==> src/rtl/fpia_pkg.sv <==
// constants and types shared by the flash pin interrupt aggregator
package fpia_pkg;

    // geometry
    localparam int NUM_PINS = 6;
    localparam int FLAGS_PER_PIN = 4;
    localparam int NUM_FLAGS = NUM_PINS * FLAGS_PER_PIN;
    localparam int ADDR_W = 8;
    localparam int DATA_W = 32;
    localparam int EVT_W = 2;

    // pin order on the flash_pins bus
    localparam int PIN_SCLK = 0;
    localparam int PIN_CS = 1;
    localparam int PIN_DATA0 = 2;
    localparam int PIN_DATA3 = 5;

    // flag position inside each pin's group of four
    localparam int LVL_LOW_BIT = 0;
    localparam int LVL_HIGH_BIT = 1;
    localparam int EDGE_LOW_BIT = 2;
    localparam int EDGE_HIGH_BIT = 3;

    typedef logic [NUM_FLAGS-1:0] fpia_flags_t;
    typedef logic [EVT_W-1:0] fpia_evt_t;

    // register byte offsets
    localparam logic [ADDR_W-1:0] RAW_OFS = 8'h30;
    localparam logic [ADDR_W-1:0] EN0_OFS = 8'h34;
    localparam logic [ADDR_W-1:0] FORCE0_OFS = 8'h38;
    localparam logic [ADDR_W-1:0] STAT0_OFS = 8'h3c;
    localparam logic [ADDR_W-1:0] EN1_OFS = 8'h40;
    localparam logic [ADDR_W-1:0] FORCE1_OFS = 8'h44;
    localparam logic [ADDR_W-1:0] STAT1_OFS = 8'h48;
    localparam logic [ADDR_W-1:0] EVT_STAT_OFS = 8'h60;
    localparam logic [ADDR_W-1:0] EVT_MASK_OFS = 8'h64;

    // event status bit positions
    localparam int EVT_CORE0_BIT = 0;
    localparam int EVT_CORE1_BIT = 1;

    // reset values
    localparam fpia_flags_t ENABLE_RST = 24'h000000;
    localparam fpia_flags_t FORCE_RST = 24'h000000;
    localparam fpia_evt_t EVT_RST = 2'h0;
    localparam logic [DATA_W-1:0] RDATA_RST = 32'h00000000;

endpackage

==> src/rtl/fpia_raw_if.sv <==
// raw flag bundle between the flag unit and the register block
`timescale 1ns/10ps
interface fpia_raw_if;
    import fpia_pkg::*;
    fpia_flags_t flags;
    fpia_flags_t clr;
    logic clr_en;
    modport unit (output flags, input clr, input clr_en);
    modport ctrl (input flags, output clr, output clr_en);
endinterface

==> src/rtl/fpia_flag_unit.sv <==
// per-pin level and sticky edge flag generation
`timescale 1ns/10ps
module fpia_flag_unit
(
    // clock and reset
    input logic clk,
    input logic rstn,
    // pin levels
    input logic [fpia_pkg::NUM_PINS-1:0] pins,
    // flags out, clears in
    fpia_raw_if.unit rif
);
    import fpia_pkg::*;

    logic [NUM_PINS-1:0] prev;
    logic prev_ok;

    // no edge is seen before the first sampled level after reset
    always_ff @(posedge clk or negedge rstn)
    begin
        if (!rstn)
        begin
            prev <= '0;
            prev_ok <= 1'b0;
        end
        else
        begin
            prev <= pins;
            prev_ok <= 1'b1;
        end
    end

    for (genvar i = 0; i < NUM_PINS; i++)
    begin : g_pin
        localparam int B = i * FLAGS_PER_PIN;
        // each pin owns its sticky pair, so no flop is written by two processes
        logic lo_q;
        logic hi_q;
        wire fall = prev_ok & prev[i] & ~pins[i];
        wire rise = prev_ok & ~prev[i] & pins[i];
        wire clr_lo = rif.clr_en & rif.clr[B+EDGE_LOW_BIT];
        wire clr_hi = rif.clr_en & rif.clr[B+EDGE_HIGH_BIT];
        // a new edge wins over a clear in the same cycle
        wire next_lo = fall | (lo_q & ~clr_lo);
        wire next_hi = rise | (hi_q & ~clr_hi);

        always_ff @(posedge clk or negedge rstn)
        begin
            if (!rstn)
            begin
                lo_q <= 1'b0;
                hi_q <= 1'b0;
            end
            else
            begin
                lo_q <= next_lo;
                hi_q <= next_hi;
            end
        end

        assign rif.flags[B+LVL_LOW_BIT] = ~pins[i];
        assign rif.flags[B+LVL_HIGH_BIT] = pins[i];
        assign rif.flags[B+EDGE_LOW_BIT] = lo_q;
        assign rif.flags[B+EDGE_HIGH_BIT] = hi_q;
    end
endmodule // fpia_flag_unit

==> src/rtl/fpia_top.sv <==
// flash pin interrupt aggregator: apb registers, per-core masking and forcing
//
// Our own choice: the APB slave port.
`timescale 1ns/10ps
module fpia_top
(
    // clock and reset
    input logic clk,
    input logic rstn,
    // apb slave
    input logic psel,
    input logic penable,
    input logic pwrite,
    input logic [fpia_pkg::ADDR_W-1:0] paddr,
    input logic [fpia_pkg::DATA_W-1:0] pwdata,
    input logic [3:0] pstrb,
    output logic [fpia_pkg::DATA_W-1:0] prdata,
    output logic pready,
    output logic pslverr,
    // flash interface pins
    input logic [fpia_pkg::NUM_PINS-1:0] flash_pins,
    // interrupt lines
    output logic core0_irq,
    output logic core1_irq,
    output logic summary_irq
);
    import fpia_pkg::*;

    fpia_raw_if rif ();

    fpia_flag_unit i_fpia_flag_unit
    (
        .clk(clk),
        .rstn(rstn),
        .pins(flash_pins),
        .rif(rif)
    );

    fpia_flags_t core0_source_enable;
    fpia_flags_t core0_source_force;
    fpia_flags_t core1_source_enable;
    fpia_flags_t core1_source_force;
    fpia_evt_t evt_status;
    fpia_evt_t evt_mask;

    // bus phases
    wire setup_ph = psel & ~penable;
    wire access_ph = psel & penable;
    wire wr_acc = access_ph & pwrite;
    wire rd_setup = setup_ph & ~pwrite;
    wire rd_acc = access_ph & ~pwrite;

    // address decode
    wire hit_raw = (paddr == RAW_OFS);
    wire hit_en0 = (paddr == EN0_OFS);
    wire hit_f0 = (paddr == FORCE0_OFS);
    wire hit_st0 = (paddr == STAT0_OFS);
    wire hit_en1 = (paddr == EN1_OFS);
    wire hit_f1 = (paddr == FORCE1_OFS);
    wire hit_st1 = (paddr == STAT1_OFS);
    wire hit_evs = (paddr == EVT_STAT_OFS);
    wire hit_evm = (paddr == EVT_MASK_OFS);
    wire mapped = hit_raw | hit_en0 | hit_f0 | hit_st0 | hit_en1
        | hit_f1 | hit_st1 | hit_evs | hit_evm;

    // byte lanes
    wire [DATA_W-1:0] wmask = {{8{pstrb[3]}}, {8{pstrb[2]}}, {8{pstrb[1]}}, {8{pstrb[0]}}};
    wire [DATA_W-1:0] wbits = pwdata & wmask;
    wire fpia_flags_t wkeep = ~wmask[NUM_FLAGS-1:0];
    wire fpia_flags_t wnew = wbits[NUM_FLAGS-1:0];

    // raw edge flags are cleared by writing ones
    assign rif.clr = wnew;
    assign rif.clr_en = wr_acc & hit_raw;

    // masked and forced views per core
    wire fpia_flags_t core0_masked_status =
        (rif.flags & core0_source_enable) | core0_source_force;
    wire fpia_flags_t core1_masked_status =
        (rif.flags & core1_source_enable) | core1_source_force;
    wire any0 = |core0_masked_status;
    wire any1 = |core1_masked_status;

    // next values of the writable registers
    wire fpia_flags_t next_en0 = (wr_acc & hit_en0) ?
        ((core0_source_enable & wkeep) | wnew) : core0_source_enable;
    wire fpia_flags_t next_f0 = (wr_acc & hit_f0) ?
        ((core0_source_force & wkeep) | wnew) : core0_source_force;
    wire fpia_flags_t next_en1 = (wr_acc & hit_en1) ?
        ((core1_source_enable & wkeep) | wnew) : core1_source_enable;
    wire fpia_flags_t next_f1 = (wr_acc & hit_f1) ?
        ((core1_source_force & wkeep) | wnew) : core1_source_force;
    wire fpia_evt_t next_evm = (wr_acc & hit_evm & pstrb[0]) ?
        pwdata[EVT_W-1:0] : evt_mask;

    // a core line rising is an event; read clears only what the read returned
    wire fpia_evt_t evt_set = {any1 & ~core1_irq, any0 & ~core0_irq};
    wire fpia_evt_t evt_clr = (rd_acc & hit_evs) ? prdata[EVT_W-1:0] : EVT_RST;
    wire fpia_evt_t next_evs = evt_set | (evt_status & ~evt_clr);

    // read data mux, reserved bits zero
    wire [DATA_W-1:0] rd_val =
        hit_raw ? {8'h00, rif.flags} :
        hit_en0 ? {8'h00, core0_source_enable} :
        hit_f0 ? {8'h00, core0_source_force} :
        hit_st0 ? {8'h00, core0_masked_status} :
        hit_en1 ? {8'h00, core1_source_enable} :
        hit_f1 ? {8'h00, core1_source_force} :
        hit_st1 ? {8'h00, core1_masked_status} :
        hit_evs ? {30'h0, evt_status} :
        hit_evm ? {30'h0, evt_mask} :
        RDATA_RST;

    // zero wait states; unmapped accesses report an error
    assign pready = 1'b1;
    assign pslverr = access_ph & ~mapped;

    // core zero enable mask
    always_ff @(posedge clk or negedge rstn)
    begin
        if (!rstn)
        begin
            core0_source_enable <= ENABLE_RST;
        end
        else
        begin
            core0_source_enable <= next_en0;
        end
    end

    // core zero force
    always_ff @(posedge clk or negedge rstn)
    begin
        if (!rstn)
        begin
            core0_source_force <= FORCE_RST;
        end
        else
        begin
            core0_source_force <= next_f0;
        end
    end

    // core one enable mask
    always_ff @(posedge clk or negedge rstn)
    begin
        if (!rstn)
        begin
            core1_source_enable <= ENABLE_RST;
        end
        else
        begin
            core1_source_enable <= next_en1;
        end
    end

    // core one force
    always_ff @(posedge clk or negedge rstn)
    begin
        if (!rstn)
        begin
            core1_source_force <= FORCE_RST;
        end
        else
        begin
            core1_source_force <= next_f1;
        end
    end

    // event status: a new rise wins over a read clear
    always_ff @(posedge clk or negedge rstn)
    begin
        if (!rstn)
        begin
            evt_status <= EVT_RST;
        end
        else
        begin
            evt_status <= next_evs;
        end
    end

    // event mask
    always_ff @(posedge clk or negedge rstn)
    begin
        if (!rstn)
        begin
            evt_mask <= EVT_RST;
        end
        else
        begin
            evt_mask <= next_evm;
        end
    end

    // read data is captured in the setup cycle and held through access
    always_ff @(posedge clk or negedge rstn)
    begin
        if (!rstn)
        begin
            prdata <= RDATA_RST;
        end
        else if (rd_setup)
        begin
            prdata <= rd_val;
        end
    end

    always_ff @(posedge clk or negedge rstn)
    begin
        if (!rstn)
        begin
            core0_irq <= 1'b0;
            core1_irq <= 1'b0;
            summary_irq <= 1'b0;
        end
        else
        begin
            core0_irq <= any0;
            core1_irq <= any1;
            summary_irq <= |(next_evs & next_evm);
        end
    end
endmodule // fpia_top

==> config.mk <==
export PLATFORM = sky130hd
export DESIGN_NAME = fpia_top
export DESIGN_NICKNAME = d
export VERILOG_FILES = /design/src/rtl/fpia_pkg.sv /design/src/rtl/fpia_raw_if.sv /design/src/rtl/fpia_flag_unit.sv /design/src/rtl/fpia_top.sv
export SDC_FILE = /design/constraint.sdc
export NUM_CORES = 1
export LEC_CHECK = 0
export ABC_AREA = 1
export BUFFER_PORTS_ARGS = -buffer_cell sky130_fd_sc_hd__buf_4
export CELL_PAD_IN_SITES_DETAIL_PLACEMENT = 0
export CELL_PAD_IN_SITES_GLOBAL_PLACEMENT = 1
export CORE_MARGIN = 5
export CORE_UTILIZATION = 45
export CTS_BUF_LIST = sky130_fd_sc_hd__clkbuf_4
export CTS_CLUSTER_DIAMETER = 30
export DETAILED_ROUTE_END_ITERATION = 10
export GPL_TIMING_DRIVEN = 0
export PLACE_DENSITY = 0.84
export SLEW_MARGIN = 20
export SYNTH_ARGS = -nofsm -noshare
export SYNTH_HDL_FRONTEND = slang
export SYNTH_SLANG_ARGS = --single-unit
==> constraint.sdc <==
create_clock -name clk -period 1.46 [get_ports clk]
set_input_delay 0.073 -clock clk [delete_from_list [all_inputs] [get_ports clk]]
set_output_delay 0.073 -clock clk [all_outputs]
set_load 0.01 [all_outputs]
; Word-level counts from Yosys, hierarchy flattened
; Index checks and enable logic that the tools add are counted.
[word_totals]
reg_bits = 154
latchBits = 0
wordCells = 178
input_bits = 55
out_inout_bits = 37
rom_bits = 0
mem_count = 0
ramBits = 0
[classes]
shifts = 0
n_mux = 11
bitwise = 131
reduce_logical = 3
multipliers = 0
eq_ne = 9
div = 0
order_cmp = 0
addsub = 0
[ops]
columns = operator, count
row1 = $and A24 B24 Y24, 7
row2 = $mux W24, 7
row3 = $or A24 B24 Y24, 6
row4 = $and A1 B1 Y1, 64
row5 = $reduce_or A24 Y1, 2
row6 = $eq A8 B7 Y1 const B, 5
row7 = $eq A8 B6 Y1 const B, 4
row8 = $not A1 Y1, 29
row9 = $not A24 Y24, 1
row10 = $or A1 B1 Y1, 20
row11 = $mux W2, 4
row12 = $and A2 B2 Y2, 2
row13 = $not A2 Y2, 1
row14 = $or A2 B2 Y2, 1
row15 = $reduce_or A2 Y1, 1

; Longest topological paths before layout
; Gate-level depths: netlist of the first run.
[depth]
word_depth = 11
mapped_depth = 12

; Hierarchy
; Synthesis of the first run repeated with hierarchy kept, for this count alone.
[hier_totals]
cells_unflattened = 1003
area_unflattened_um2 = 7727.4
[modules_own_cells]
columns = module, seq_area_each_um2, cells_per_inst, area_each_um2, instances
row1 = fpia_top, 3178.0, 903, 6850.3, 1
row2 = fpia_flag_unit, 475.5, 100, 877.1, 1

; Worst setup path after synthesis of the first run
; No wires, ideal clock.
[synth_timing]
path_kind = input -> register
start = input port paddr[7] (netlist name)
end = register i_fpia_flag_unit.g_pin[0].lo_q
arrival_ns = 1.159
path_slack_ns = 0.179
required_time_ns = 1.338
path_stages = 9
setup_ns = 0.122
n_path_buf = 2
path_cell_list = inv_1 > nand2_1 > nor2_4 > inv_2 > nor2_1 > buf_4 > buf_2 > nand3_1 > a32o_1
[synth_via]
elab_chain_len = 6
[synth_lines]
columns = element, line
row1 = from (decl), fpia_top.sv:14  ; input logic [fpia_pkg::ADDR_W-1:0] paddr,
row2 = $eq A8 B6 Y1, fpia_top.sv:54  ; wire hit_raw = (paddr == RAW_OFS);
row3 = $and A1 B1 Y1, fpia_top.sv:74  ; assign rif.clr_en = wr_acc & hit_raw;
row4 = $and A1 B1 Y1, fpia_flag_unit.sv:41  ; wire clr_lo = rif.clr_en & rif.clr[B+EDGE_LOW_BIT];
row5 = $not A1 Y1, fpia_flag_unit.sv:44  ; wire next_lo = fall | (lo_q & ~clr_lo);
row6 = $and A1 B1 Y1, fpia_flag_unit.sv:44
row7 = $or A1 B1 Y1, fpia_flag_unit.sv:44
row8 = via i_fpia_flag_unit.g_pin[0].next_lo, fpia_flag_unit.sv:44
row9 = to (signal assigned), fpia_flag_unit.sv:56  ; lo_q <= next_lo;
row10 = to (decl), fpia_flag_unit.sv:37  ; logic lo_q;
; The timed path passes the listed nets, and every way through them passes these cells.
; A chain may end at the register's enable or synchronous reset.

==> summary.md, run 1 <==
| Metric | Value |
|---|---|
| Part of the power in registers | `53.9%` |
| Synth area leader | `dfrtp_1` |
| Sequential cell area | `0.00366 mm^2` |
| # H-tree levels | `4` |
| Mapped Cells | `902` |
| R2r worst-path depth | `8` |
| First-pass GRT wire length | `35.8 mm` |
| Mux contribution to synthesized area | `less than 1%` |
| Largest net degree at the start of global routing | `84` |
| Mean Syn Cell Area | `slightly below 8 um^2` |
| Synth Area in Compound Gates | `15.7%` |
| Worst-case hold slack | `0.0626 ns` |
| Fillcell total | `~1,500` |
| Post-route insts no fill | `1,276` |
| Number of global-route vias before repair | `6,444` |
| Std-Cell Rows | `46` |
| ANT nets after route | `0` |
| Initial core utilization | `45.5%` |
| Clock tree sinks | `approximately 150` |
| Setup TNS | `-0.191 ns` |
| Switching power | `2.11 mW` |
| Internal reg-to-reg setup slack | `-0.15 ns` |
| Status | `complete, but fails checks` |
| Clk root buf | `clkbuf_4` |
| Hold Crit Depth | `6` |
| Vias per cell | `5.35` |
| RePlAce Congestion | `0.882` |
| Port buffer count | `73` |
| Antenna violations before repair | `1` |
| Max cap viols | `0` |
| Layout cells sized above 1 | `19.7%` |
| WL/cell | `18.1 um` |
| Die area | `0.0186 mm^2` |
| Static leakage power | `slightly above 4 nW` |
| Failing checks | `setup timing` |
| Worst min-delay path class | `in -> reg` |
| Detailed Route WL | `23.1 mm` |
| Max Slew Vio Count | `0` |
| Post-Place Cells | `1,200` |
| Yosys top cell area share | `50.9%` |
| CORE AREA | `0.0158 mm^2` |
| Drt pass-1 iters | `6` |
| Setup ws final | `-0.145 ns` |
| Minimum clock period | `1.61 ns` |
| Post-DP HPWL | `between 15 and 20 mm` |
| Post-synthesis adder-cell area fraction | `0%` |
| Crit-path max FO | `3` |
| Seq/Total Area, Yosys | `50.9%` |
| Hold_sp | `pwrite` |
| Max-slew headroom | `approximately 44%` |
| CP Launch Type | `flop` |
| Ys flop type | `dfrtp_1` |
| Simple logic cell fraction of the synthesized area | `26.0%` |
| Via count | `6,827` |
| IO Pins | `92` |
| Multi-input gate area | `0.00320 mm^2` |
| Drc violations | `0` |
| Synth Area in XOR/XNOR | `0%` |
| Crit. End Element | `flop` |
| PwrDens | `885 mW/mm^2` |
| Tightest Pin Transition | `0.833 ns` |
| Final setup violating endpoints | `2` |
| Post-Syn Area | `0.00717 mm^2` |
| WP data required | `1.93 ns` |
| P_int | `a little under 6 mW` |
| Clock-pin slew on the worst setup and hold paths | `approximately 0.13 ns` |
| Cts bufs inserted | `17` |
| Area Overhead vs Synth | `24.5%` |
| Iter 0 DRT Violations | `630` |
| Synth unique cells | `29` |
| Gr ovfl total | `0` |
| VDD IR max | `0.623 mV` |
| Ys async rst share | `100%` |
| Clock network fraction of total power | `between 30 and 40%` |
| Largest cells by area after synthesis | `dfrtp_1 51%, nand2_1 14%, o21ai_0 5.0%, a21oi_1 4.9%, inv_1 4.0%` |
| Comb power frac | `12.3%` |
| Worst setup path class | `reg -> reg` |
| Maximum clock frequency | `around 620 MHz` |
| Die width | `136 um` |
| CTS tree | `yes` |
| CP arrival | `2.07 ns` |
| Total GRT Usage | `25.6%` |
| Die H | `136 um` |
| Fin. Hold Viols | `0` |
| Combinational family with the most area after synthesis | `simple AND/OR/NAND/NOR gates` |
| Period Utilization, post-route | `110%` |
| Nets | `1,098` |
| Ys Warns | `0` |
| Sw Share | `26.8%` |
| Unrepaired setup endpoints after global routing | `true` |
| Power Total | `7.90 mW` |
| EDFF count, synth | `0` |
| Max clock buf depth | `2` |
| Worst-skew pair later-pin latency | `0.58 ns` |
| Yosys reg bits | `146` |
| Final Skew | `0.0246 ns` |
-- cells in the final DEF (no fill, tap or decap), types with 10 or more instances in the layout --
cell and n:
nand2_1 266, dfrtp_1 144, buf_4 85, inv_1 76
o21ai_0 72, nor2_1 47, a21oi_1 45, dlygate4sd3_1 39
nand4_1 36, o21ai_1 33, nand3_1 30, a21oi_2 23
or2_2 18, o211ai_1 17, clkbuf_4 17, o31ai_1 14
clkbuf_1 12, buf_2 10, conb_1 10
-- power groups by stage --
| stage | clock network [mW] | registers (mW) | logic (mW) |
|---|---|---|---|
| floorplan | 0 | 4.36 | 0.343 |
| global placement | 0 | 4.33 | 0.857 |
| detailed placement | 0 | 4.33 | 0.874 |
| CTS | 2.73 | 4.25 | 0.967 |
| global route | 2.90 | 4.27 | 1.07 |
| finish | 2.68 | 4.25 | 0.970 |
-- stage by stage --
stage	cell area [um^2]	util (%)	setup WS (ns)
after floorplan	7200	-	0.179
after global placement	8020	50.9	-0.728
after detailed placement	8060	51.1	-0.754
after CTS	8830	56.0	-0.0995
after global routing	8930	56.6	-0.210
final	8930	56.6	-0.145
-- final timing paths --
check,end
worst max-delay path,summary_irq$_DFF_PN0_
worst min-delay path,i_fpia_flag_unit.g_pin[1].hi_q$_DFF_PN0_
worst max register to register,summary_irq$_DFF_PN0_
worst min register to register,i_fpia_flag_unit.g_pin[4].hi_q$_DFF_PN0_
max in group asynchronous,async pin
min in group asynchronous,async pin
-- kinds of logic after synthesis --
| kind of cell | count (synthesis) |
|---|---|
| AO/OA/AOI/OAI | 208 |
| buffers and inverters | 120 |
| flip-flops | 146 |
| multiplexers | 1 |
| other | 2 |
| AND/OR/NAND/NOR | 425 |
-- final cells by class --
class                           count  area share (%)
Antenna cell                        4           0.112
Buffer                             37            2.31
Clock buffer                       17            1.43
Clock inverter                     15            1.84
Inverter                           83            3.49
Multi-Input combinational cell    644            35.8
Sequential cell                   146            40.9
Tap cell                          216            3.03
Timing Repair Buffer              114            11.0
-- layer usage --
layer / part of all wire [%] / wire, um / vias to the layer above / global-route usage (%)
li1: - / - / 3272 / -
met1: 45 / 10300 / 3265 / 36.2
met2: 45 / 10400 / 253 / 39.3
met3: 7.9 / 1830 / 37 / 6.25
met4: 2.0 / 463 / 0 / 7.33
met5: 0 / 0 / - / 0
-- critical path, cell delays in order, from the launching register on --
cell	delay, ns
dfrtp_1	0.42
a21oi_1	0.21
nand4_1	0.24
nor2_1	0.22
nand3_1	0.13
nand2_1	0.10
nand2_1	0.07
nand2_1	0.06
nand2_1	0.05
-- what timing repair did --
| item | 4_1_cts | 5_1_grt |
|---|---|---|
| gates resized for setup | 25 | 24 |
| setup buffers | 0 | 1 |
| endpoints found under the hold margin | 267 | 0 |
| setup endpoints to repair | 17 | 29 |
| pin swaps | 4 | 6 |
| hold buffers | 39 | 0 |
-- Yosys cell counts (3+ instances only) --
library cell and count:
a21oi_1 70, buf_2 10, buf_4 12, clkbuf_1 13, dfrtp_1 146, inv_1 76, inv_2 7, nand2_1 269
nand3_1 30, nand3_2 7, nand4_1 36, nor2_1 52, nor2_4 3, nor3_1 3, o211ai_1 17, o21ai_0 72
o21ai_1 33, o31ai_1 14, or2_2 18
No activity file was read; power rests on OpenSTA's default activity.
==> run 2, diff against run 1 <==
==> constraint.sdc (replaced) <==
create_clock -name clk -period 2 [get_ports clk]
set_input_delay 0.1 -clock clk [delete_from_list [all_inputs] [get_ports clk]]
set_output_delay 0.1 -clock clk [all_outputs]
set_load 0.01 [all_outputs]
==> summary.md, run 2 (same netlist as run 1, synthesis figures left out) <==
| Metric | Value |
|---|---|
| Worst min-delay path class | `in -> async` |
| Detailed Route WL | `22.8 mm (-1.2%)` |
| PwrDens | `657 mW/mm^2 (-26%)` |
| Die area | `0.0186 mm^2 (unchanged)` |
| Clock-pin slew on the worst setup and hold paths | `0.13 ns (about the same)` |
| Minimum clock period | `1.81 ns` |
| Setup ws final | `0.193 ns (+0.338 ns)` |
| Gr ovfl total | `0 (unchanged)` |
| Fillcell total | `1,557 (+1.4%)` |
| Crit. End Element | `flop` |
| RePlAce Congestion | `0.882 (unchanged)` |
| IO Pins | `92 (unchanged)` |
| Post-cts resize count | `0 (-100%)` |
| Unrepaired setup endpoints after global routing | `false` |
| ANT nets after route | `0 (unchanged)` |
| Power Total | `5.76 mW (-27%)` |
| Die width | `136 um (unchanged)` |
| Top Family by Delay on Critical Path | `buffers and inverters` |
| Max-slew headroom | `41.2% (-3.3 points)` |
| Most frequent cells in the layout | `269 x nand2_1, 146 x dfrtp_1, 84 x buf_4, 76 x inv_1, 72 x o21ai_0` |
| Antenna violations before repair | `1 (unchanged)` |
| Slowest CP cell | `dlygate4sd3_1` |
| Most common cell after layout, fill and taps aside | `nand2_1` |
| Status | `completed` |
| WL/cell | `17.9 um (-1.1%)` |
| Vias per cell | `5.32 (-0.65%)` |
| CTS tree | `yes` |
| Worst setup path class | `in -> reg` |
| Buffers & Inverters on Critical Path | `5 (+5)` |
| Crit-path most repeated cell | `dlygate4sd3_1` |
| Metal2 WL | `10.3 mm (-0.94%)` |
| Final setup violating endpoints | `0 (-2)` |
| Largest net degree at the start of global routing | `84 (unchanged)` |
| Port buffer count | `73 (unchanged)` |
| First-pass GRT wire length | `35.5 mm (-0.96%)` |
| Internal reg-to-reg setup slack | `0.32 ns (+0.47 ns)` |
| Area Overhead vs Synth | `22.0%` |
| Post-Place Cells | `1,200 (unchanged)` |
| Worst-case hold slack | `0.0260 ns (-0.0367 ns)` |
| Clock tree sinks | `146 (unchanged)` |
| CORE AREA | `0.0158 mm^2 (unchanged)` |
| Number of global-route vias before repair | `6,369 (-1.2%)` |
| Top Metal Used | `met4` |
| # H-tree levels | `4 (unchanged)` |
| Nets | `1,097 (-0.091%)` |
| Period Utilization, post-route | `around nine tenths` |
| Worst-skew pair later-pin latency | `0.58 ns (about the same)` |
| VDD IR max | `0.454 mV (-27%)` |
| Crit path largest cell delay | `0.56 ns (+0.14 ns)` |
| Met3 wire length | `1.90 mm (+4.0%)` |
| Sequence of cells on the critical path | `buf_4 > dlygate4sd3_1 > inv_2 > nor2_4 > nand3_2 > buf_2 > o21ai_1 > dlygate4sd3_1` |
| Setup Slack @ Placement | `-0.241 ns (+0.513 ns)` |
| CP arrival | `2.33 ns (+0.26 ns)` |
| Clk root buf | `clkbuf_4` |
| Drc violations | `0 (unchanged)` |
| Cts bufs inserted | `17 (unchanged)` |
| Met1 wire length | `10.1 mm (-2.5%)` |
| Std-Cell Rows | `46 (unchanged)` |
| Drt pass-1 iters | `5 (-1)` |
| Finished Cell Area | `0.00876 mm^2 (-2.0%)` |
| Initial core utilization | `45.5% (unchanged)` |
| Maximum clock frequency | `553 MHz` |
| Max clock buf depth | `2 (unchanged)` |
| Post-route insts no fill | `1,275 (-0.078%)` |
| Via count | `6,777 (-0.73%)` |
| Total GRT Usage | `25.4% (-0.21 points)` |
| Buffer count from post-CTS setup fixing | `0 (unchanged)` |
| WP data required | `2.52 ns (+0.59 ns)` |
| Die H | `136 um (unchanged)` |
| Cell area after placement | `0.00806 mm^2 (unchanged)` |
| Fin. Hold Viols | `0 (unchanged)` |
| Iter 0 DRT Violations | `707 (+12%)` |
| Post-DP HPWL | `16.1 mm (unchanged)` |
| Crit-path max FO | `10 (+7)` |
| Layout cells sized above 1 | `15.7% (-4.0 points)` |
| Static leakage power | `4.09 nW (-1.1%)` |
| Tightest Pin Transition | `0.877 ns (+0.0440 ns)` |
| CP Launch Type | `primary input` |
| Max Slew Vio Count | `0 (unchanged)` |
| Final Skew | `0.0303 ns (+0.00568 ns)` |
| Max cap viols | `0 (unchanged)` |
run 2: cell count changes in the layout (fill, tap and decap cells not counted), sizes merged:
cell / previous run / this run
dlygate4sd3: 39 / 40
clkbuf: 31 / 29
run 2: area by class of cell:
| cell class | count | area, um^2 | area share, % |
|---|---|---|---|
| inverters | 83 | 312 | 3.56 |
| multi-input cells | 644 | 3040 | 34.8 |
| diodes | 4 | 10.0 | 0.114 |
| well taps | 216 | 270 | 3.09 |
| repair buffers | 114 | 983 | 11.2 |
| clock inverters | 15 | 164 | 1.87 |
| flip-flops and latches | 146 | 3650 | 41.7 |
| clock buffers | 17 | 128 | 1.46 |
| plain buffers | 36 | 193 | 2.20 |
run 2: path summary, 6_finish.rpt:
path,from,to,cells after the start
worst max-delay path,pwrite,flop,8
worst min-delay path,rstn,async pin,2
worst max register to register,flop,summary_irq$_DFF_PN0_,8
worst min register to register,i_fpia_flag_unit.prev[1]$_DFF_PN0_,i_fpia_flag_unit.g_pin[1].hi_q$_DFF_PN0_,1
max in group asynchronous,rstn,prdata[23]$_DFFE_PN0P_,3
min in group clk,paddr[2],evt_mask[1]$_DFF_PN0_,5
run 2: what timing repair did:
item                                    in CTS  in global routing
hold buffers                                40                  0
endpoints found under the setup margin       1                  0
hold endpoints to repair                   266                  0
run 2: worst register-to-register path: cells and delay by family, from the launching register on:
kind	cells	cell delay [ns]
AO/OA/AOI/OAI	1	0.34
AND/OR/NAND/NOR	7	0.82
flip-flops	1	0.43
run 2: report_power, final:
part           leakage, nW  switching (mW)  internal [mW]
Combinational         2.03           0.377          0.314
Clock                0.157            1.10          0.857
Sequential            1.91          0.0589           3.05
Total                 4.09            1.54           4.22
run 2: metrics by stage:
step / util [%] / TNS, ns
after CTS: 55.5 / 0
after global routing: 55.5 / 0
final: 55.5 / 0
after detailed placement: 51.1 / -2.37
after global placement: 50.9 / -2.13
after floorplan: - / 0
run 2: metal layers:
layer | vias to the layer above | GRT usage, %
met5 | - | 0
met4 | 0 | 7.33
met3 | 42 | 6.70
met2 | 258 | 38.9
met1 | 3216 | 35.6
li1 | 3261 | -
